`config.mk`:
```
export PLATFORM = sky130hd
export DESIGN_NAME = status_queue_top
export DESIGN_NICKNAME = d
export VERILOG_FILES = /design/src/stat_pkg.sv /design/src/status_group.sv /design/src/status_queue_top.sv
export SDC_FILE = /design/constraint.sdc
export NUM_CORES = 1
export LEC_CHECK = 0
export ABC_AREA = 1
export BUFFER_PORTS_ARGS = -buffer_cell sky130_fd_sc_hd__clkbuf_2
export CORE_MARGIN = 3
export CORE_UTILIZATION = 50
export CTS_BUF_LIST = sky130_fd_sc_hd__clkbuf_16
export DETAILED_ROUTE_END_ITERATION = 8
export GPL_ROUTABILITY_DRIVEN = 1
export PLACE_DENSITY = 0.75
export SYNTH_ARGS = -nofsm -noshare
export SYNTH_HDL_FRONTEND = slang
export SYNTH_HIERARCHICAL = 1
export SYNTH_SLANG_ARGS = --single-unit
```
`constraint.sdc`:
```
create_clock -name CORE_CLK -period 5.8 [get_ports CORE_CLK]
set_input_delay 0.87 -clock CORE_CLK [delete_from_list [all_inputs] [get_ports CORE_CLK]]
set_output_delay 0.87 -clock CORE_CLK [all_outputs]
set_load 0.01 [all_outputs]
```
`src/stat_pkg.sv`:
```
// Purpose: shared constants and types for the status groups and error queue
// Assumes: 16-bit status groups, command port driven by the remote-command parser
// Notes:   error descriptions travel as a text index; the formatter owns the strings
package stat_pkg;

  localparam int COND_W      = 16;
  localparam int QUEUE_DEPTH = 20;
  localparam int DESC_W      = 8;
  localparam int SESR_W      = 8;
  // longest description text in characters, enforced by the formatter
  localparam int DESC_MAX_LEN = 255;

  // hardware 1 condition bit positions
  localparam int HW1_UNUSED_15   = 15;
  localparam int HW1_RIB_INT2    = 14;
  localparam int HW1_RIB_INT1    = 13;
  localparam int HW1_DEC_RESULTS = 12;
  localparam int HW1_DEC_LOWLVL  = 11;
  localparam int HW1_DEC_MEAS    = 10;
  localparam int HW1_DEC_ARMED   = 9;
  localparam int HW1_ENC_AUX     = 8;
  localparam int HW1_ENC_INFO    = 7;
  localparam int HW1_COMM_SUM    = 6;
  localparam int HW1_LIMIT       = 5;
  localparam int HW1_SELFTEST    = 4;
  localparam int HW1_OVERPOWER   = 3;
  localparam int HW1_UNUSED_2    = 2;
  localparam int HW1_MIKE_KEYED  = 1;
  localparam int HW1_BATT_LOW    = 0;

  // communication condition bit positions
  localparam int COMM_SER1_SUM   = 9;
  localparam int COMM_SER2_SUM   = 8;
  localparam int COMM_TXDSP_FAIL = 0;

  // standard event status bits that raise a queued error (bits 2..5)
  localparam logic [SESR_W-1:0] SESR_QUEUE_MASK = 8'h3C;

  // reset values of the writable registers
  localparam logic [COND_W-1:0] RISE_RST   = 16'hFFFF;
  localparam logic [COND_W-1:0] FALL_RST   = 16'h0000;
  localparam logic [COND_W-1:0] ENABLE_RST = 16'h0000;

  // fixed queue messages: -350 "Queue overflow", +0 "No error"
  localparam logic signed [15:0] ERRNUM_OVERFLOW = 16'hFEA2;
  localparam logic signed [15:0] ERRNUM_NONE     = 16'h0000;
  localparam logic [DESC_W-1:0]  DESC_NO_ERROR   = 8'h00;
  localparam logic [DESC_W-1:0]  DESC_OVERFLOW   = 8'h01;

  typedef enum logic [3:0] {
    OP_NONE     = 4'h0,
    OP_RD_COND  = 4'h1,
    OP_RD_RISE  = 4'h2,
    OP_WR_RISE  = 4'h3,
    OP_RD_FALL  = 4'h4,
    OP_WR_FALL  = 4'h5,
    OP_RD_EVENT = 4'h6,
    OP_RD_EN    = 4'h7,
    OP_WR_EN    = 4'h8,
    OP_CLS      = 4'h9,
    OP_ERR_QRY  = 4'hA
  } op_t;

  typedef enum logic [0:0] {
    GRP_COMM = 1'b0,
    GRP_HW1  = 1'b1
  } group_t;

  typedef struct packed {
    op_t               op;
    group_t            grp;
    logic [COND_W-1:0] data;
  } cmd_t;

  typedef struct packed {
    logic signed [15:0] num;
    logic [DESC_W-1:0]  desc;
  } err_entry_t;

endpackage : stat_pkg

```
`src/status_group.sv`:
```
// Purpose: one status register group: filters, latched events, enable, summary
// Assumes: condition inputs synchronous to the clock
// Notes:   direct_set feeds events for bits that have no condition stage
`timescale 1ns/1ps
module status_group #(
  parameter int W = 16
) (
  input  wire logic         clk,
  input  wire logic         nrst,
  input  wire logic [W-1:0] cond,
  input  wire logic [W-1:0] direct_set,
  input  wire logic         wr_rise,
  input  wire logic         wr_fall,
  input  wire logic         wr_enable,
  input  wire logic [W-1:0] wdata,
  input  wire logic         clr_event,
  output logic      [W-1:0] rise_ff,
  output logic      [W-1:0] fall_ff,
  output logic      [W-1:0] enable_ff,
  output logic      [W-1:0] event_ff,
  output logic              summary_ff
);
  import stat_pkg::*;

  logic [W-1:0] prev_ff;
  logic [W-1:0] set_bits;
  logic [W-1:0] nxt_event;
  logic         nxt_summary;

  assign set_bits = (cond & ~prev_ff & rise_ff) | (~cond & prev_ff & fall_ff) | direct_set;
  assign nxt_event = (clr_event ? '0 : event_ff) | set_bits;
  assign nxt_summary = |(nxt_event & enable_ff);

  always_ff @(posedge clk or negedge nrst) begin
    if (!nrst) begin
      prev_ff    <= '0;
      event_ff   <= '0;
      summary_ff <= 1'b0;
    end else begin
      prev_ff    <= cond;
      event_ff   <= nxt_event;
      summary_ff <= nxt_summary;
    end
  end

  always_ff @(posedge clk or negedge nrst) begin
    if (!nrst) begin
      rise_ff <= RISE_RST[W-1:0];
      fall_ff <= FALL_RST[W-1:0];
    end else begin
      if (wr_rise) rise_ff <= wdata;
      if (wr_fall) fall_ff <= wdata;
    end
  end

  always_ff @(posedge clk or negedge nrst) begin
    if (!nrst) begin
      enable_ff <= ENABLE_RST[W-1:0];
    end else if (wr_enable) begin
      enable_ff <= wdata;
    end
  end

endmodule : status_group

```
`src/status_queue_top.sv`:
```
// Purpose: hardware 1 and communication status groups plus the error queue
// Assumes: one command per cycle from the command parser, answered next cycle
// Notes:   hardware 1 summary drives status byte bit zero; queue has no summary
//
// How it works
// - event register cleared on query or clear-status
// - error queue is a twenty-entry FIFO
// - queue gives no message-available summary
// - event status bits 2..5 rising push error
// - entry is signed number plus description text
// - full queue: newest becomes -350 overflow
// - empty query answers +0 no error
// - each error query pops oldest entry
// - hardware 1 summary drives status bit zero
// - hardware 1 bit 6 is communication summary
// - bits 14, 13 are interface interrupts
// - bits 12..9 are decoder status flags
// - bit 8: both fields of two sent
// - bit 7: one field sent, not generator
// - bit 5 limit exceeded, no condition stage
// - bits 4,3,1,0: selftest, overpower, mike, battery
// - bits 15 and 2 always zero
// - condition readable, filters readable and writable
// - enable register readable and writable
// - communication reaches status byte via enable
// - comm bits 9,8 serial summaries, 0 dsp
`timescale 1ns/1ps
module status_queue_top #(
  parameter int DEPTH = 20
) (
  input  wire logic                  CORE_CLK,
  input  wire logic                  NRST,
  input  wire logic                  CMD_VALID,
  input  stat_pkg::cmd_t             CMD,
  input  wire logic                  RIB_INT2,
  input  wire logic                  RIB_INT1,
  input  wire logic                  DEC_RESULTS,
  input  wire logic                  DEC_LEVEL_LOW,
  input  wire logic                  DEC_MEASURING,
  input  wire logic                  DEC_ARMED,
  input  wire logic                  ENC_TWO_FIELD_MODE,
  input  wire logic                  ENC_FGEN_MODE,
  input  wire logic                  ENC_FIELD_A_SENDING,
  input  wire logic                  ENC_FIELD_B_SENDING,
  input  wire logic                  LIMIT_EXCEEDED,
  input  wire logic                  SELFTEST_FAILED,
  input  wire logic                  OVERPOWER_TRIPPED,
  input  wire logic                  MIKE_KEYED,
  input  wire logic                  BATTERY_LOW,
  input  wire logic                  SER1_SUMMARY,
  input  wire logic                  SER2_SUMMARY,
  input  wire logic                  TXDSP_FAIL,
  input  wire logic [7:0]            SESR,
  input  stat_pkg::err_entry_t       ERR_IN,
  output logic                       RESP_VALID,
  output logic [15:0]                RESP_DATA,
  output logic                       RESP_IS_ERR,
  output stat_pkg::err_entry_t       RESP_ERR,
  output logic                       STB_BIT0,
  output logic [4:0]                 QUEUE_COUNT
);
  import stat_pkg::*;

  localparam int PW = $clog2(DEPTH);
  localparam logic [PW-1:0] LAST_IDX = PW'(DEPTH - 1);
  localparam logic [PW:0]   DEPTH_C  = (PW+1)'(DEPTH);

  // command decode
  logic is_comm;
  logic is_hw1;
  logic op_cls;
  logic op_rd_event;
  logic op_err_qry;
  logic wr_rise_c;
  logic wr_fall_c;
  logic wr_en_c;
  logic wr_rise_h;
  logic wr_fall_h;
  logic wr_en_h;
  logic clr_comm;
  logic clr_hw1;

  assign is_comm     = CMD_VALID && (CMD.grp == GRP_COMM);
  assign is_hw1      = CMD_VALID && (CMD.grp == GRP_HW1);
  assign op_cls      = CMD_VALID && (CMD.op == OP_CLS);
  assign op_rd_event = (CMD.op == OP_RD_EVENT);
  assign op_err_qry  = CMD_VALID && (CMD.op == OP_ERR_QRY);
  assign wr_rise_c   = is_comm && (CMD.op == OP_WR_RISE);
  assign wr_fall_c   = is_comm && (CMD.op == OP_WR_FALL);
  assign wr_en_c     = is_comm && (CMD.op == OP_WR_EN);
  assign wr_rise_h   = is_hw1 && (CMD.op == OP_WR_RISE);
  assign wr_fall_h   = is_hw1 && (CMD.op == OP_WR_FALL);
  assign wr_en_h     = is_hw1 && (CMD.op == OP_WR_EN);
  assign clr_comm    = (is_comm && op_rd_event) || op_cls;
  assign clr_hw1     = (is_hw1 && op_rd_event) || op_cls;

  // communication condition word
  logic [COND_W-1:0] comm_cond;
  always_comb begin
    comm_cond = '0;
    comm_cond[COMM_SER1_SUM]   = SER1_SUMMARY;
    comm_cond[COMM_SER2_SUM]   = SER2_SUMMARY;
    comm_cond[COMM_TXDSP_FAIL] = TXDSP_FAIL;
  end

  logic [COND_W-1:0] comm_rise;
  logic [COND_W-1:0] comm_fall;
  logic [COND_W-1:0] comm_en;
  logic [COND_W-1:0] comm_event;
  logic              comm_summary;

  status_group #(.W(COND_W)) u_comm (
    .clk        (CORE_CLK),
    .nrst       (NRST),
    .cond       (comm_cond),
    .direct_set ('0),
    .wr_rise    (wr_rise_c),
    .wr_fall    (wr_fall_c),
    .wr_enable  (wr_en_c),
    .wdata      (CMD.data),
    .clr_event  (clr_comm),
    .rise_ff    (comm_rise),
    .fall_ff    (comm_fall),
    .enable_ff  (comm_en),
    .event_ff   (comm_event),
    .summary_ff (comm_summary)
  );

  // hardware 1 condition word
  logic one_field_sent;
  logic both_fields_sent;
  logic [COND_W-1:0] hw1_cond;
  logic [COND_W-1:0] hw1_direct;
  logic              limit_prev_ff;

  assign both_fields_sent = ENC_TWO_FIELD_MODE && ENC_FIELD_A_SENDING && ENC_FIELD_B_SENDING;
  // single field, never in generator mode
  assign one_field_sent = !ENC_FGEN_MODE &&
                          (ENC_TWO_FIELD_MODE ? (ENC_FIELD_A_SENDING ^ ENC_FIELD_B_SENDING)
                                              : ENC_FIELD_A_SENDING);

  always_comb begin
    hw1_cond = '0;
    hw1_cond[HW1_RIB_INT2]    = RIB_INT2;
    hw1_cond[HW1_RIB_INT1]    = RIB_INT1;
    hw1_cond[HW1_DEC_RESULTS] = DEC_RESULTS;
    hw1_cond[HW1_DEC_LOWLVL]  = DEC_LEVEL_LOW;
    hw1_cond[HW1_DEC_MEAS]    = DEC_MEASURING;
    hw1_cond[HW1_DEC_ARMED]   = DEC_ARMED;
    hw1_cond[HW1_ENC_AUX]     = both_fields_sent;
    hw1_cond[HW1_ENC_INFO]    = one_field_sent;
    hw1_cond[HW1_COMM_SUM]    = comm_summary;
    hw1_cond[HW1_SELFTEST]    = SELFTEST_FAILED;
    hw1_cond[HW1_OVERPOWER]   = OVERPOWER_TRIPPED;
    hw1_cond[HW1_MIKE_KEYED]  = MIKE_KEYED;
    hw1_cond[HW1_BATT_LOW]    = BATTERY_LOW;
    // bits 15 and 2 stay zero
    hw1_cond[HW1_UNUSED_15]   = 1'b0;
    hw1_cond[HW1_UNUSED_2]    = 1'b0;
  end

  always_comb begin
    hw1_direct = '0;
    hw1_direct[HW1_LIMIT] = LIMIT_EXCEEDED && !limit_prev_ff;
  end

  always_ff @(posedge CORE_CLK or negedge NRST) begin
    if (!NRST) limit_prev_ff <= 1'b0;
    else       limit_prev_ff <= LIMIT_EXCEEDED;
  end

  logic [COND_W-1:0] hw1_rise;
  logic [COND_W-1:0] hw1_fall;
  logic [COND_W-1:0] hw1_en;
  logic [COND_W-1:0] hw1_event;
  logic              hw1_summary;

  // comm summary gated by hw1 enable bit 6
  status_group #(.W(COND_W)) u_hw1 (
    .clk        (CORE_CLK),
    .nrst       (NRST),
    .cond       (hw1_cond),
    .direct_set (hw1_direct),
    .wr_rise    (wr_rise_h),
    .wr_fall    (wr_fall_h),
    .wr_enable  (wr_en_h),
    .wdata      (CMD.data),
    .clr_event  (clr_hw1),
    .rise_ff    (hw1_rise),
    .fall_ff    (hw1_fall),
    .enable_ff  (hw1_en),
    .event_ff   (hw1_event),
    .summary_ff (hw1_summary)
  );

  // error queue
  err_entry_t        queue_mem [DEPTH];
  logic [PW-1:0]     wr_ptr_ff;
  logic [PW-1:0]     rd_ptr_ff;
  logic [PW:0]       count_ff;
  logic [SESR_W-1:0] sesr_prev_ff;
  logic              push;
  logic              pop;
  logic              q_full;
  logic              q_empty;
  logic              overwrite;
  logic              append;
  logic [PW-1:0]     newest_idx;
  logic [PW-1:0]     nxt_wr_ptr;
  logic [PW-1:0]     nxt_rd_ptr;
  logic [PW:0]       nxt_count;
  err_entry_t        head;
  err_entry_t        overflow_entry;

  // rising bits 2..5 of event status
  assign push     = |(SESR & ~sesr_prev_ff & SESR_QUEUE_MASK);
  assign q_full   = (count_ff == DEPTH_C);
  assign q_empty  = (count_ff == '0);
  assign pop      = op_err_qry && !q_empty;
  // popping frees a slot, so a simultaneous push still fits
  assign append    = push && (!q_full || pop);
  assign overwrite = push && q_full && !pop;
  assign newest_idx = (wr_ptr_ff == '0) ? LAST_IDX : PW'(wr_ptr_ff - 1'b1);
  assign nxt_wr_ptr = (wr_ptr_ff == LAST_IDX) ? '0 : PW'(wr_ptr_ff + 1'b1);
  assign nxt_rd_ptr = (rd_ptr_ff == LAST_IDX) ? '0 : PW'(rd_ptr_ff + 1'b1);
  assign nxt_count  = (PW+1)'(count_ff + (append ? 1'b1 : 1'b0) - (pop ? 1'b1 : 1'b0));
  assign head       = queue_mem[rd_ptr_ff];
  assign overflow_entry = '{num: ERRNUM_OVERFLOW, desc: DESC_OVERFLOW};

  always_ff @(posedge CORE_CLK) begin
    if (append) queue_mem[wr_ptr_ff] <= ERR_IN;
    else if (overwrite) queue_mem[newest_idx] <= overflow_entry;
  end

  always_ff @(posedge CORE_CLK or negedge NRST) begin
    if (!NRST) begin
      wr_ptr_ff    <= '0;
      rd_ptr_ff    <= '0;
      count_ff     <= '0;
      sesr_prev_ff <= '0;
    end else begin
      if (append) wr_ptr_ff <= nxt_wr_ptr;
      if (pop)    rd_ptr_ff <= nxt_rd_ptr;
      count_ff     <= nxt_count;
      sesr_prev_ff <= SESR;
    end
  end

  // answer selection
  logic        qry_valid;
  logic [15:0] grp_data;
  logic [15:0] comm_data;
  logic [15:0] hw1_data;
  err_entry_t  nxt_err;

  function automatic logic [15:0] pick(input op_t op, input logic [15:0] c, input logic [15:0] r,
                                       input logic [15:0] f, input logic [15:0] e, input logic [15:0] n);
    case (op)
      OP_RD_COND:  pick = c;
      OP_RD_RISE:  pick = r;
      OP_RD_FALL:  pick = f;
      OP_RD_EVENT: pick = e;
      OP_RD_EN:    pick = n;
      default:     pick = '0;
    endcase
  endfunction : pick

  assign comm_data = pick(CMD.op, comm_cond, comm_rise, comm_fall, comm_event, comm_en);
  assign hw1_data  = pick(CMD.op, hw1_cond, hw1_rise, hw1_fall, hw1_event, hw1_en);
  assign grp_data  = (CMD.grp == GRP_HW1) ? hw1_data : comm_data;
  assign qry_valid = CMD_VALID && (CMD.op inside {OP_RD_COND, OP_RD_RISE, OP_RD_FALL,
                                                  OP_RD_EVENT, OP_RD_EN, OP_ERR_QRY});
  assign nxt_err = q_empty ? '{num: ERRNUM_NONE, desc: DESC_NO_ERROR} : head;

  always_ff @(posedge CORE_CLK or negedge NRST) begin
    if (!NRST) begin
      RESP_VALID  <= 1'b0;
      RESP_DATA   <= '0;
      RESP_IS_ERR <= 1'b0;
      RESP_ERR    <= '0;
    end else begin
      RESP_VALID  <= qry_valid;
      RESP_DATA   <= op_err_qry ? 16'h0000 : grp_data;
      RESP_IS_ERR <= op_err_qry;
      RESP_ERR    <= op_err_qry ? nxt_err : '0;
    end
  end

  // status byte bit zero; no queue summary exists
  always_ff @(posedge CORE_CLK or negedge NRST) begin
    if (!NRST) begin
      STB_BIT0    <= 1'b0;
      QUEUE_COUNT <= '0;
    end else begin
      STB_BIT0    <= hw1_summary;
      QUEUE_COUNT <= 5'(nxt_count);
    end
  end

endmodule : status_queue_top

```
; Word level (Yosys, flattened, before mapping)
; Memories as Yosys holds them, arrays and structs flattened.
; Index checks and enable logic that the tools add are counted.
[word_totals]
register_bits = 217
latch_bits = 0
mem_bits_rw = 480
rom_bits = 0
inputBits = 74
out_inout_bits = 48
elab_cells = 124
mem_count = 1
[memory_table]
columns = memory, words, word_bits, read_ports, rd_clocked_by_memory_dff, write_ports, line_no
row1 = queue_mem, 20, 24, 1, 0, 1, status_queue_top.sv:197  ; err_entry_t queue_mem [DEPTH];
[classes]
n_addsub = 5
multipliers = 0
div = 0
n_lt_le_gt_ge = 0
eq_ne = 13
n_shift = 0
muxes = 22
n_bitwise = 23
reduce_logical = 36
[op_table]
columns = operator, n
row1 = 16-bit case mux with 5 select lines, 2
row2 = 16-bit AND, 6
row3 = 24-bit 2-to-1 mux, 3
row4 = 16-bit 2-to-1 mux, 4
row5 = 16-bit OR, 4
row6 = 10-bit inverter with 16-bit output, 2
row7 = 15-bit inverter with 16-bit output, 2
row8 = 16-bit OR reduction, 2
row9 = 24-bit OR reduction, 1
row10 = 1-bit logical AND, 21
row11 = 5-bit 2-to-1 mux, 4
row12 = 10-bit by 16-bit AND with 16-bit output, 1
row13 = 15-bit by 16-bit AND with 16-bit output, 1
row14 = 16-bit by 10-bit AND with 16-bit output, 1
row15 = 16-bit by 15-bit AND with 16-bit output, 1
row16 = 4-bit by 3-bit == test with 1-bit output (second input constant), 4
row17 = 16-bit by 6-bit OR with 16-bit output, 1
row18 = 4-bit == test (second input constant), 3
row19 = 5-bit by 1-bit adder with 5-bit output (second input constant), 2
row20 = 5-bit == test (second input constant), 2
row21 = 1-bit 2-to-1 mux, 9
row22 = 4-bit by 2-bit == test with 1-bit output (second input constant), 2
row23 = 6-bit by 1-bit adder with 6-bit output, 1
row24 = 6-bit AND, 1
row25 = 13 further kinds, 19

; Logic depth before layout (Yosys ltp)
; Gate-level depths: netlist (run 1).
[logic_depth]
word_depth = 11
depth_mapped = 16
ltp_nobuf = 14

; Modules after synthesis
; The synthesis (run 1) kept the hierarchy.
[by_module_without_submodules]
columns = mod, instances, cells_per_inst, area_each_um2, seq_area_each_um2
row1 = status_queue_top, 1, 1991, 22634.2, 16015.4
row2 = status_group, 2, 271, 3316.9, 2047.0

; Worst setup path after synthesis (run 1)
; No wires, ideal clock.
[synth_timing]
path_kind = in2reg
start = input SESR[5]
end = memory queue_mem[0][0] (netlist name) (enable)
setup_time_ns = 0.405
t_arrival_ns = 2.789
required_time_ns = 5.395
slack_ns = 2.607
path_stages = 9
n_path_buf = 0
cell_sequence = nand2_1 > nand2_1 > nor2_1 > nor2_1 > nand3_1 > nand2_1 > nor2_2 > nand2_1 > nor2_1
[synth_via]
elab_chain_len = 9
elab_cells_between_ends = 13
classes_between = mux: 7 / bitwise: 1 / reduce/logical: 5
[synth_lines]
columns = element, line_no
row1 = from (decl), status_queue_top.sv:53  ; input wire logic [7:0] SESR,
row2 = 6-bit AND *, status_queue_top.sv:216  ; assign push = |(SESR & ~sesr_prev_ff & SESR_QUEUE_MASK);
row3 = 4-bit OR reduction *, status_queue_top.sv:216
row4 = 1-bit logical AND (2 in series), status_queue_top.sv:222  ; assign overwrite = push && q_full && !pop;
row5 = 1-bit 2-to-1 mux, status_queue_top.sv:232  ; else if (overwrite) queue_mem[newest_idx] <= overflow_entry;
row6 = 1-bit 2-to-1 mux, status_queue_top.sv:231  ; if (append) queue_mem[wr_ptr_ff] <= ERR_IN;
row7 = 1-bit 2-to-1 mux (not written as such), status_queue_top.sv:232
row8 = 24-bit OR reduction (no source line), n/a
row9 = 5-bit 2-to-1 mux (no source line) or 1-bit 2-to-1 mux (tied branches), n/a
row10 = to (decl), status_queue_top.sv:197
; Every way passes the cells marked *; elsewhere a longest branch is shown, timed or not.

==> results of run 1 <==
final timing paths:
path,startpoint,end,slack (ps),cells after the start
setup / recovery,QUEUE_COUNT[2],queue_mem[13][23],2120,11
hold / removal,u_hw1/summary_ff,STB_BIT0,350,0
setup reg to reg,QUEUE_COUNT[2],queue_mem[13][23],2120,11
hold reg to reg,u_hw1/summary_ff,STB_BIT0,350,0
max in group asynchronous,NRST,u_hw1/event_ff[7],4050,2
min in group asynchronous,NRST,u_hw1/event_ff[0],360,1
cell type report:
class / count / area (sq um) / share of cell area [%]
inverter: 129 / 489 / 1.49
clock buffer: 72 / 1800 / 5.47
clock inverter: 51 / 315 / 0.957
multi-input combinational: 1629 / 8320 / 25.3
timing repair buffer: 160 / 943 / 2.86
tap: 765 / 957 / 2.91
sequential: 706 / 20100 / 61.1
placed cells by master (no fill, tap or decap), types with 2 or more instances in the layout:
cell | Yosys | routed
edfxtp_1 | 480 | 480
nand2_1 | 399 | 399
nor2_1 | 416 | 391
o21ai_0 | 280 | 280
dfrtp_1 | 194 | 192
inv_1 | 123 | 144
clkbuf_2 | 0 | 116
o22ai_1 | 108 | 108
mux2_2 | 94 | 94
nand3_1 | 87 | 87
clkbuf_16 | 0 | 72
conb_1 | 1 | 65
a21oi_1 | 51 | 51
buf_4 | 12 | 41
dfstp_2 | 32 | 32
nor2_2 | 5 | 29
nand4_1 | 25 | 25
nand3_2 | 22 | 22
clkinv_1 | 0 | 14
a21oi_2 | 14 | 14
ha_1 | 11 | 11
xor2_1 | 9 | 9
clkinv_2 | 1 | 8
inv_2 | 5 | 7
a21oi_4 | 7 | 7
or2_1 | 7 | 7
a211oi_1 | 6 | 6
nand3b_1 | 6 | 6
or2_2 | 4 | 4
bufinv_16 | 0 | 4
o21ai_1 | 3 | 3
nand2_2 | 2 | 2
inv_6 | 0 | 2
nor3_1 | 2 | 2
buf_12 | 2 | 2
dfrtp_4 | 0 | 2
flip-flops by register name, summed over array words and instances, names as in the netlist, 16 cells and up:
name	cells
RESP_DATA	16
RESP_ERR	24
u_hw1/enable_ff	16
u_comm/fall_ff	16
u_comm/enable_ff	16
u_comm/rise_ff	16
u_comm/prev_ff	16
u_comm/event_ff	16
u_hw1/prev_ff	16
u_hw1/rise_ff	16
u_hw1/fall_ff	16
queue_mem	480
u_hw1/event_ff	16
report_power, final:
group          leakage, nW  switching (mW)  internal [mW]  total [mW]
registers             6.98           0.355           6.05        6.41
clock network         1.13            1.83           2.41        4.24
logic                 4.45            2.22          0.974        3.20
total                 12.6            4.40           9.44        13.8
cell usage after synthesis, types with 51 or more instances:
master / instances
a21oi_1: 51
buf_2: 56
clkbuf_1: 58
dfrtp_1: 194
edfxtp_1: 480
inv_1: 123
mux2_2: 94
nand2_1: 399
nand3_1: 87
nor2_1: 416
o21ai_0: 280
o22ai_1: 108
cells by family (layout without fill, tap and decap cells):
group / count (synthesis) / in the layout / share of synthesized area (%)
and+or+nand+nor: 976 / 976 / 13.8
DFF: 706 / 706 / 68.7
AOI/OAI and AO/OA: 473 / 473 / 9.09
buffers and inverters: 262 / 412 / 3.92
muxes: 94 / 94 / 3.62
adders and majority gates: 12 / 12 / 0.539
xor gates and xnor gates: 9 / 9 / 0.269
other: 1 / 65 / 0.0128
routing by layer:
metal	track usage, %	share of wire, %
met5	0	0
met4	11.2	3.9
met3	3.59	7.5
met2	41.8	51
met1	28.6	38
stage by stage:
| step | utilization [%] | hold slack (ps) | cells | cell area (sq um) |
|---|---|---|---|---|
| after global routing | 57.0 | 367 | 3512 | 32900 |
| final | 57.0 | 353 | 3512 | 32900 |
| after CTS | 57.0 | 352 | 3512 | 32900 |
| after global placement | 53.3 | 338 | 3389 | 30800 |
| after detailed placement | 53.3 | 339 | 3389 | 30800 |
| after floorplan | - | 331 | 2597 | 29500 |
==> results by group, run 1 <==
Outcome
  • Status: complete, no violations

Logic synthesis
  • Top post-synthesis cells by area: edfxtp_1, dfrtp_1, nor2_1, nand2_1, o21ai_0
  • Register area share after synthesis: 68.7%
  • Seq cells post-synth: 706
  • Ys Warns: 6
  • Async set or reset register ratio after synthesis: 32.0%
  • Top_reg_cell synth: edfxtp_1
  • Post-synthesis cell type count: 40
  • Synthesized instance count: 2533
  • Cell accounting for the most synthesized area: edfxtp_1
  • Top-area cell type share of the netlist area: 49.2%
  • Syn Area/Cell: 11.6 sq um
  • EDFF count, synth: 480
  • Synth Cell Area: 29300 sq um

STA
  • Fin. max-slew vios: 0
  • Setup_tns: 0 ps
  • Final period util: 63.5%
  • Final hold vios: 0
  • Layout Skew: 18.4 ps
  • Rel. slew slack: 14.7%
  • Final setup vio count: 0
  • RSZ-0062 raised after global routing: false
  • Max Freq: 272 MHz
  • Crit path time final: 3680 ps
  • Worst slew pin tran: 1280 ps
  • Final worst slack: 2120 ps

Global routing
  • Initial antenna violation count: 0
  • GR Overflow Total: 0
  • Wire length of the first global-routing pass: 112 mm
  • Vias in the first global route: 20205
  • Largest net degree at the start of global routing: 147
  • All-Layer GR Usage: 23.7%

Floorplanning
  • Vert. Die Dim: 248 um
  • Chip Width: 248 um
  • Initial Utilization: 50.6%
  • Die area: 61500 sq um
  • I/O pins: 122
  • Core area: 57800 sq um
  • Row cnt: 88

Detailed routing
  • Iter 0 DRT Violations: 2027
  • Routed len/inst: 20.7 um
  • Vias: 20001
  • Final WL: 72.6 mm
  • Drt pass-1 iters: 6
  • Final ANT Viol Nets: 0
  • Via/cell ratio: 5.70
  • Residual DRC: 0

Hold path
  • HP Class: register to register

Power and ir drop
  • Worst vdd ir: 215 uV
  • Power, Total: 13.8 mW
  • Pwr dens: 420 nW/um^2
  • Leak: 12.6 nW

Cells and area
  • Area Growth Syn to Fin: 12.6%
  • Layout Nets: 2781
  • Fillers: 4510
  • Antenna Cells: 0
  • Share of cells above drive strength 1: 16.8%

Clock network
  • Reg clk slew, reported paths: 60 ps
  • Clk buf depth: 3
  • Clock sinks: 706
  • Clock insertion delay at the later pin of the skew report: 600 ps
  • CTS buffer count: 69
  • CTS tree: yes
  • Post-CTS Resized: 0
  • H-tree depth: 3
  • CTS Hold Bufs: 0
  • CTS root buf: clkbuf_16
  • Setup bufs post-CTS: 0

Placed design
  • Port buffer count: 117
  • DP Wirelength: 42.4 mm
  • GP Congestion: 0.867
  • DP Worst Slack: 1650 ps

Setup path
  • Family with the most delay on the worst path: simple AND/OR/NAND/NOR gates
  • CP peak stage delay: 660 ps
  • WS Path Type: register to register
  • Critical path, cell by cell: inv_1 -> ha_1 -> nand3_1 -> nand2_2 -> nand3_2 -> inv_2 -> nand2_1 -> nand2_1 -> nand3_1 -> nor2_2 -> buf_4
  • Critical Path AT: 3940 ps
  • Startpoint Class: register
  • Crit path buf inv count: 3
  • Critical path fanouts, max: 25
  • Worst Setup End Kind: register
  • Worst EP required: 6060 ps
  • Slowest cell on crit path: nor2_2

Flow run
  • Max Cap Viol: 0
Power figures use the tool's default switching activity.
==> run 2: changes to the inputs <==
Clock period 5.8 ns to 3.4 ns, I/O delays scaled along.
==> run 2 against run 1 <==
Effect of this change: fmax grew 32%; clock skew grew 9.2 ps; non-clock buffer count grew 48; routed wire length is 1.7% lower; core utilization is 1.1 points higher; die area stayed put; register-to-register slack worse by 1500 ps; total power rose by 73%; critical path type unchanged.
==> results by group, run 2 (synthesized netlist as in run 1, its figures left out) <==
Outcome
  • Status: complete, no violations

Floorplanning
  • Chip Width: 248 um
  • Die area: 61500 sq um
  • Core area: 57800 sq um
  • Vert. Die Dim: 248 um
  • Initial Utilization: 50.6%
  • Row cnt: 88
  • I/O pins: 122

Setup path
  • Cell depth of the worst flop-to-flop path: 9
  • Critical Path AT: 3070 ps
  • Worst EP required: 3680 ps
  • Critical path fanouts, max: 20
  • Worst Setup End Kind: register
  • Startpoint Class: register
  • WS Path Type: register to register

Clock network
  • CTS tree: yes
  • CTS root buf: clkbuf_16
  • Clock sinks: 706
  • Setup bufs post-CTS: 0
  • H-tree depth: 3
  • Clock insertion delay at the later pin of the skew report: 600 ps
  • Reg clk slew, reported paths: 60 ps
  • Clk buf depth: 3
  • CTS buffer count: 71
  • Post-CTS Resized: 0
  • CTS Hold Bufs: 4

Detailed routing
  • Drt pass-1 iters: 6
  • Vias: 20135
  • Via/cell ratio: 5.64
  • Routed len/inst: 20.0 um
  • Iter 0 DRT Violations: 1913
  • Final WL: 71.3 mm
  • Final ANT Viol Nets: 0
  • Residual DRC: 0

Cells and area
  • Antenna Cells: 0
  • Largest register by flop count: queue_mem
  • Share of cells above drive strength 1: 18.4%
  • Fin cells: 3568
  • Commonest non-fill, non-tap cell in the layout: edfxtp_1
  • Layout Nets: 2831
  • Area Growth Syn to Fin: 14.7%
  • Max FFs per register: 480
  • Commonest non-fill, non-tap cells in the layout: edfxtp_1, nand2_1, nor2_1
  • Largest regs: queue_mem: 480 flops, RESP_ERR: 24 flops

Global routing
  • Vias in the first global route: 20217
  • Largest net degree at the start of global routing: 96
  • All-Layer GR Usage: 23.1%
  • Wire length of the first global-routing pass: 110 mm
  • GR Overflow Total: 0
  • Initial antenna violation count: 0

STA
  • Final setup vio count: 0
  • Fin. max-slew vios: 0
  • Final hold vios: 0
  • Crit path time final: 2790 ps
  • Final worst slack: 609 ps
  • RSZ-0062 raised after global routing: false
  • Final period util: 82.1%
  • Rel. slew slack: 44.4%
  • Max Freq: 358 MHz
  • Setup_tns: 0 ps
  • Worst slew pin tran: 834 ps
  • Layout Skew: 27.6 ps

Power and ir drop
  • Pwr dens: 714 nW/um^2
  • Worst vdd ir: 410 uV
  • Power, Total: 24.0 mW
  • Leak: 12.9 nW

Placed design
  • Placed instance count: 3433
  • Port buffer count: 117
  • DP Worst Slack: 381 ps
  • DP Wirelength: 43.0 mm
  • GP Congestion: 0.826

Hold path
  • HP Class: input pin to register
  • Hold depth: 1

Flow run
  • Max Cap Viol: 0
## run 2: changes by cell type in the layout (fill, tap and decap cells not counted), moves of 2 or more
cell           change
buf_4             +32
buf_12            +12
inv_1              -8
clkinv_1           +6
dlygate4sd3_1      +4
clkbuf_16          +3
inv_2              +3
clkinv_4           +2
## run 2: worst max-delay path, stage by stage, from the launching register on
cell,delay (ps)
dfrtp_1,390
inv_1,90
ha_1,200
nand3_1,140
nor2_1,400
nand3_1,130
nand2_1,120
nand3_1,260
nor2_2,460
buf_12,270
## run 2: final timing paths
path | startpoint | end | slack (ps)
setup / recovery | QUEUE_COUNT[3] | queue_mem[19][17] | 610
hold / removal | SESR[4] | sesr_prev_ff[4] | 40
setup reg to reg | QUEUE_COUNT[3] | queue_mem[19][17] | 610
hold reg to reg | u_hw1/summary_ff | STB_BIT0 | 350
max in group asynchronous | NRST | u_hw1/rise_ff[6] | 1940
min in group asynchronous | NRST | u_comm/event_ff[1] | 530
## run 2: routing by layer
layer,global-route usage (%),share of wire (%),vias up
li1,-,-,9167
met2,40.2,51,907
met1,28.0,38,9864
met3,3.68,7.6,197
met4,11.4,3.9,0
met5,0,0,-
## run 2: through the flow
step | utilization (%) | instance area, sq um | hold slack [ps]
after floorplan | - | 29500 | 214
after global placement | 54.1 | 31300 | 334
after detailed placement | 54.1 | 31300 | 336
after CTS | 58.1 | 33600 | 1.22
after global routing | 58.1 | 33600 | 21.0
final | 58.1 | 33600 | 36.1
## run 2: area by class of cell
| type | count | area, sq um |
|---|---|---|
| Inverter | 129 | 489 |
| Clock buffer | 75 | 1880 |
| Timing Repair Buffer | 208 | 1460 |
| Clock inverter | 56 | 340 |
| Multi-Input combinational cell | 1629 | 8310 |
| Sequential cell | 706 | 20100 |
| Fill cell | 4405 | 24200 |
| Tap cell | 765 | 957 |
## run 2: power breakdown
group | total, mW | switching (mW) | internal, mW
Sequential | 10.8 | 0.476 | 10.3
Combinational | 5.75 | 3.92 | 1.83
Clock | 7.41 | 3.18 | 4.22
==> run 3: changes to the inputs <==
Settings changed: ABC_AREA 1 to 0.
Clock period 3.4 ns to 2.9 ns, I/O delays scaled along.
==> run 3 against run 2 <==
Effect of this change: sequential cell count unchanged; routed wire length down 1.1%; total power up 14%; via count down 14%; register-to-register slack worse by 420 ps; critical endpoint is now queue_mem[5][14]; cell count down 20%.
==> results by group, run 3 <==
STA
  • Final period util: 93.3%
  • Final hold slack: 35.4 ps
  • Fin. max-slew vios: 0
  • Rel. slew slack: 42.1%
  • Layout Skew: 48.5 ps
  • Worst slew pin tran: 869 ps
  • Crit path time final: 2710 ps
  • Max Freq: 369 MHz
  • Final hold vios: 0
  • Final setup vio count: 0

Logic synthesis
  • Syn Area/Cell: 16.4 sq um
  • EDFF count, synth: 480
  • Top post-synthesis cells by area: edfxtp_1, dfrtp_1, mux4_2, dfstp_2, mux2_2
  • Ys Warns: 6
  • Most common library cells after synthesis: edfxtp_1, dfrtp_1, mux4_2
  • Top_reg_cell synth: edfxtp_1
  • Top-area cell type share of the netlist area: 49.7%
  • Synthesized instance count: 1773
  • Async set or reset register ratio after synthesis: 32.0%
  • Register area share after synthesis: 69.3%
  • Seq cells post-synth: 706
  • Most common cell in the netlist: edfxtp_1
  • Synth Cell Area: 29000 sq um
  • Post-synthesis cell type count: 85
  • Cell accounting for the most synthesized area: edfxtp_1

Clock network
  • CTS tree: yes
  • H-tree depth: 3
  • Setup bufs post-CTS: 0
  • CTS root buf: clkbuf_16
  • CTS buffer count: 72
  • Reg clk slew, reported paths: 60 ps
  • Clock sinks: 706
  • Clock insertion delay at the later pin of the skew report: 620 ps
  • Clk buf depth: 3

Placed design
  • Port buffer count: 117
  • Placed cell areas: 31500 sq um
  • Placed instance count: 2719
  • DP Wirelength: 43.0 mm
  • GP Congestion: 0.878

Setup path
  • Worst EP required: 3260 ps
  • Crit path launch: QUEUE_COUNT[3]
  • Startpoint Class: register
  • WS Path Type: register to register
  • Worst Setup End Kind: register
  • CP peak stage delay: 540 ps
  • Slowest cell on crit path: a22oi_1
  • Reg-to-reg startpoint: QUEUE_COUNT[3]
  • Critical Path AT: 3060 ps
  • Critical path fanouts, max: 24
  • Critical path, cell by cell: inv_1 -> ha_1 -> nand4bb_1 -> a31oi_4 -> a311oi_2 -> a22oi_1 -> nor2_2 -> buf_12

Floorplanning
  • Initial Utilization: 51.0%
  • Die area: 60900 sq um
  • I/O pins: 122
  • Row cnt: 87
  • Vert. Die Dim: 247 um
  • Chip Width: 247 um
  • Core area: 56900 sq um

Cells and area
  • Max FFs per register: 480
  • Fin cells: 2865
  • Largest register by flop count: queue_mem
  • Largest regs: queue_mem: 480 flops, RESP_ERR: 24 flops
  • Layout Nets: 2140
  • Commonest non-fill, non-tap cells in the layout: edfxtp_1, dfrtp_1, clkbuf_2
  • Area Growth Syn to Fin: 16.9%
  • Commonest non-fill, non-tap cell in the layout: edfxtp_1
  • Finished Cell Area: 33900 sq um
  • Share of cells above drive strength 1: 27.1%
  • Finished Core Util: 59.6%

Detailed routing
  • Via/cell ratio: 6.04
  • Vias: 17307
  • Final ANT Viol Nets: 0
  • Routed len/inst: 24.6 um
  • Residual DRC: 0
  • Drt pass-1 iters: 9
  • Final WL: 70.6 mm
  • Iter 0 DRT Violations: 1621

Power and ir drop
  • Comb pwr share: 22.0%
  • Sequential group share of total power: 45.7%
  • Clock network fraction of design power: 32.3%
  • Internal: 19.6 mW
  • Leak: 12.2 nW
  • Total net switching power: 7.77 mW
  • Pwr dens: 806 nW/um^2
  • Worst vdd ir: 513 uV
  • Sw frac: 28.4%

Hold path
  • HP Class: input pin to register
  • Worst Hold Launch: SER1_SUMMARY

Flow run
  • Max Cap Viol: 0

Global routing
  • Vias in the first global route: 18158
  • Initial antenna violation count: 0
  • GR Overflow Total: 0
  • Largest net degree at the start of global routing: 110
  • All-Layer GR Usage: 23.6%
  • Wire length of the first global-routing pass: 108 mm

Outcome
  • Status: complete, no violations
run 3: cell types whose count changed after synthesis, moves of 84 or more:
cell     previous run  this run
nand3_1            87         3
nor2_1            416        71
nand2_1           399        95
o21ai_0           280        67
inv_1             123        35
mux4_2              0        96
run 3: area by class of cell:
class	count	area, sq um
fillers	4060	23000
repair buffers	220	1770
clock buffers	72	1800
inverters	37	139
clock inverters	56	460
multi-input cells	1017	8670
well taps	756	946
flip-flops and latches	706	20100
diodes	1	2.50
run 3: power by group through the flow:
stage	logic, mW	clock network (mW)	registers, mW
after detailed placement	5.93	0	12.7
after global placement	5.76	0	12.6
after global routing	6.46	9.35	12.6
after floorplan	4.24	0	12.4
final	6.01	8.85	12.5
after CTS	6.00	8.98	12.5
run 3: path summary, 6_finish.rpt:
path	to	slack [ps]	depth (start not counted)
worst max-delay path	queue_mem[5][14]	190	8
worst min-delay path	u_comm/prev_ff[9]	40	1
worst max register to register	queue_mem[5][14]	190	8
worst min register to register	STB_BIT0	400	0
max in group asynchronous	u_hw1/rise_ff[4]	1530	3
min in group asynchronous	u_comm/fall_ff[12]	450	2
run 3: timing repair:
action,CTS,global route
endpoints found under the hold margin,102,0
hold buffers,17,0
setup endpoints to repair,0,303
gates resized for setup,0,4
run 3: logic make-up after synthesis:
group / after synthesis / share of synthesized area (%)
DFF: 706 / 69.3
and+or+nand+nor: 360 / 7.13
AOI/OAI and AO/OA: 306 / 7.50
muxes: 239 / 12.7
buffers and inverters: 140 / 2.53
adders and majority gates: 12 / 0.543
xor gates and xnor gates: 9 / 0.272
other: 1 / 0.0129
run 3: critical path: cells and delay by family, from the launching register on:
| family | cells | cell delay (ps) |
|---|---|---|
| compound gates | 3 | 1220 |
| fa+ha+maj | 1 | 190 |
| buf+inv | 2 | 290 |
| flops | 1 | 400 |
| simple gates | 2 | 340 |
run 3: per-layer routing:
| metal | track usage [%] | wire length (um) | up-vias |
|---|---|---|---|
| met5 | 0 | 0 | - |
| met4 | 11.2 | 3070 | 0 |
| met3 | 4.13 | 4980 | 192 |
| met2 | 39.5 | 35100 | 825 |
| met1 | 30.1 | 27400 | 8882 |
| li1 | - | - | 7408 |
run 3: stage by stage:
step / setup TNS [ps] / setup slack (ps) / total power, mW
6_report: 0 / 194 / 27.4
5_1_grt: -15.1 / -2.78 / 28.4
4_1_cts: 0 / 72.8 / 27.5
3_5_place_dp: 0 / 62.1 / 18.6
3_3_place_gp: 0 / 79.8 / 18.4
2_1_floorplan: -65850 / -375 / 16.7
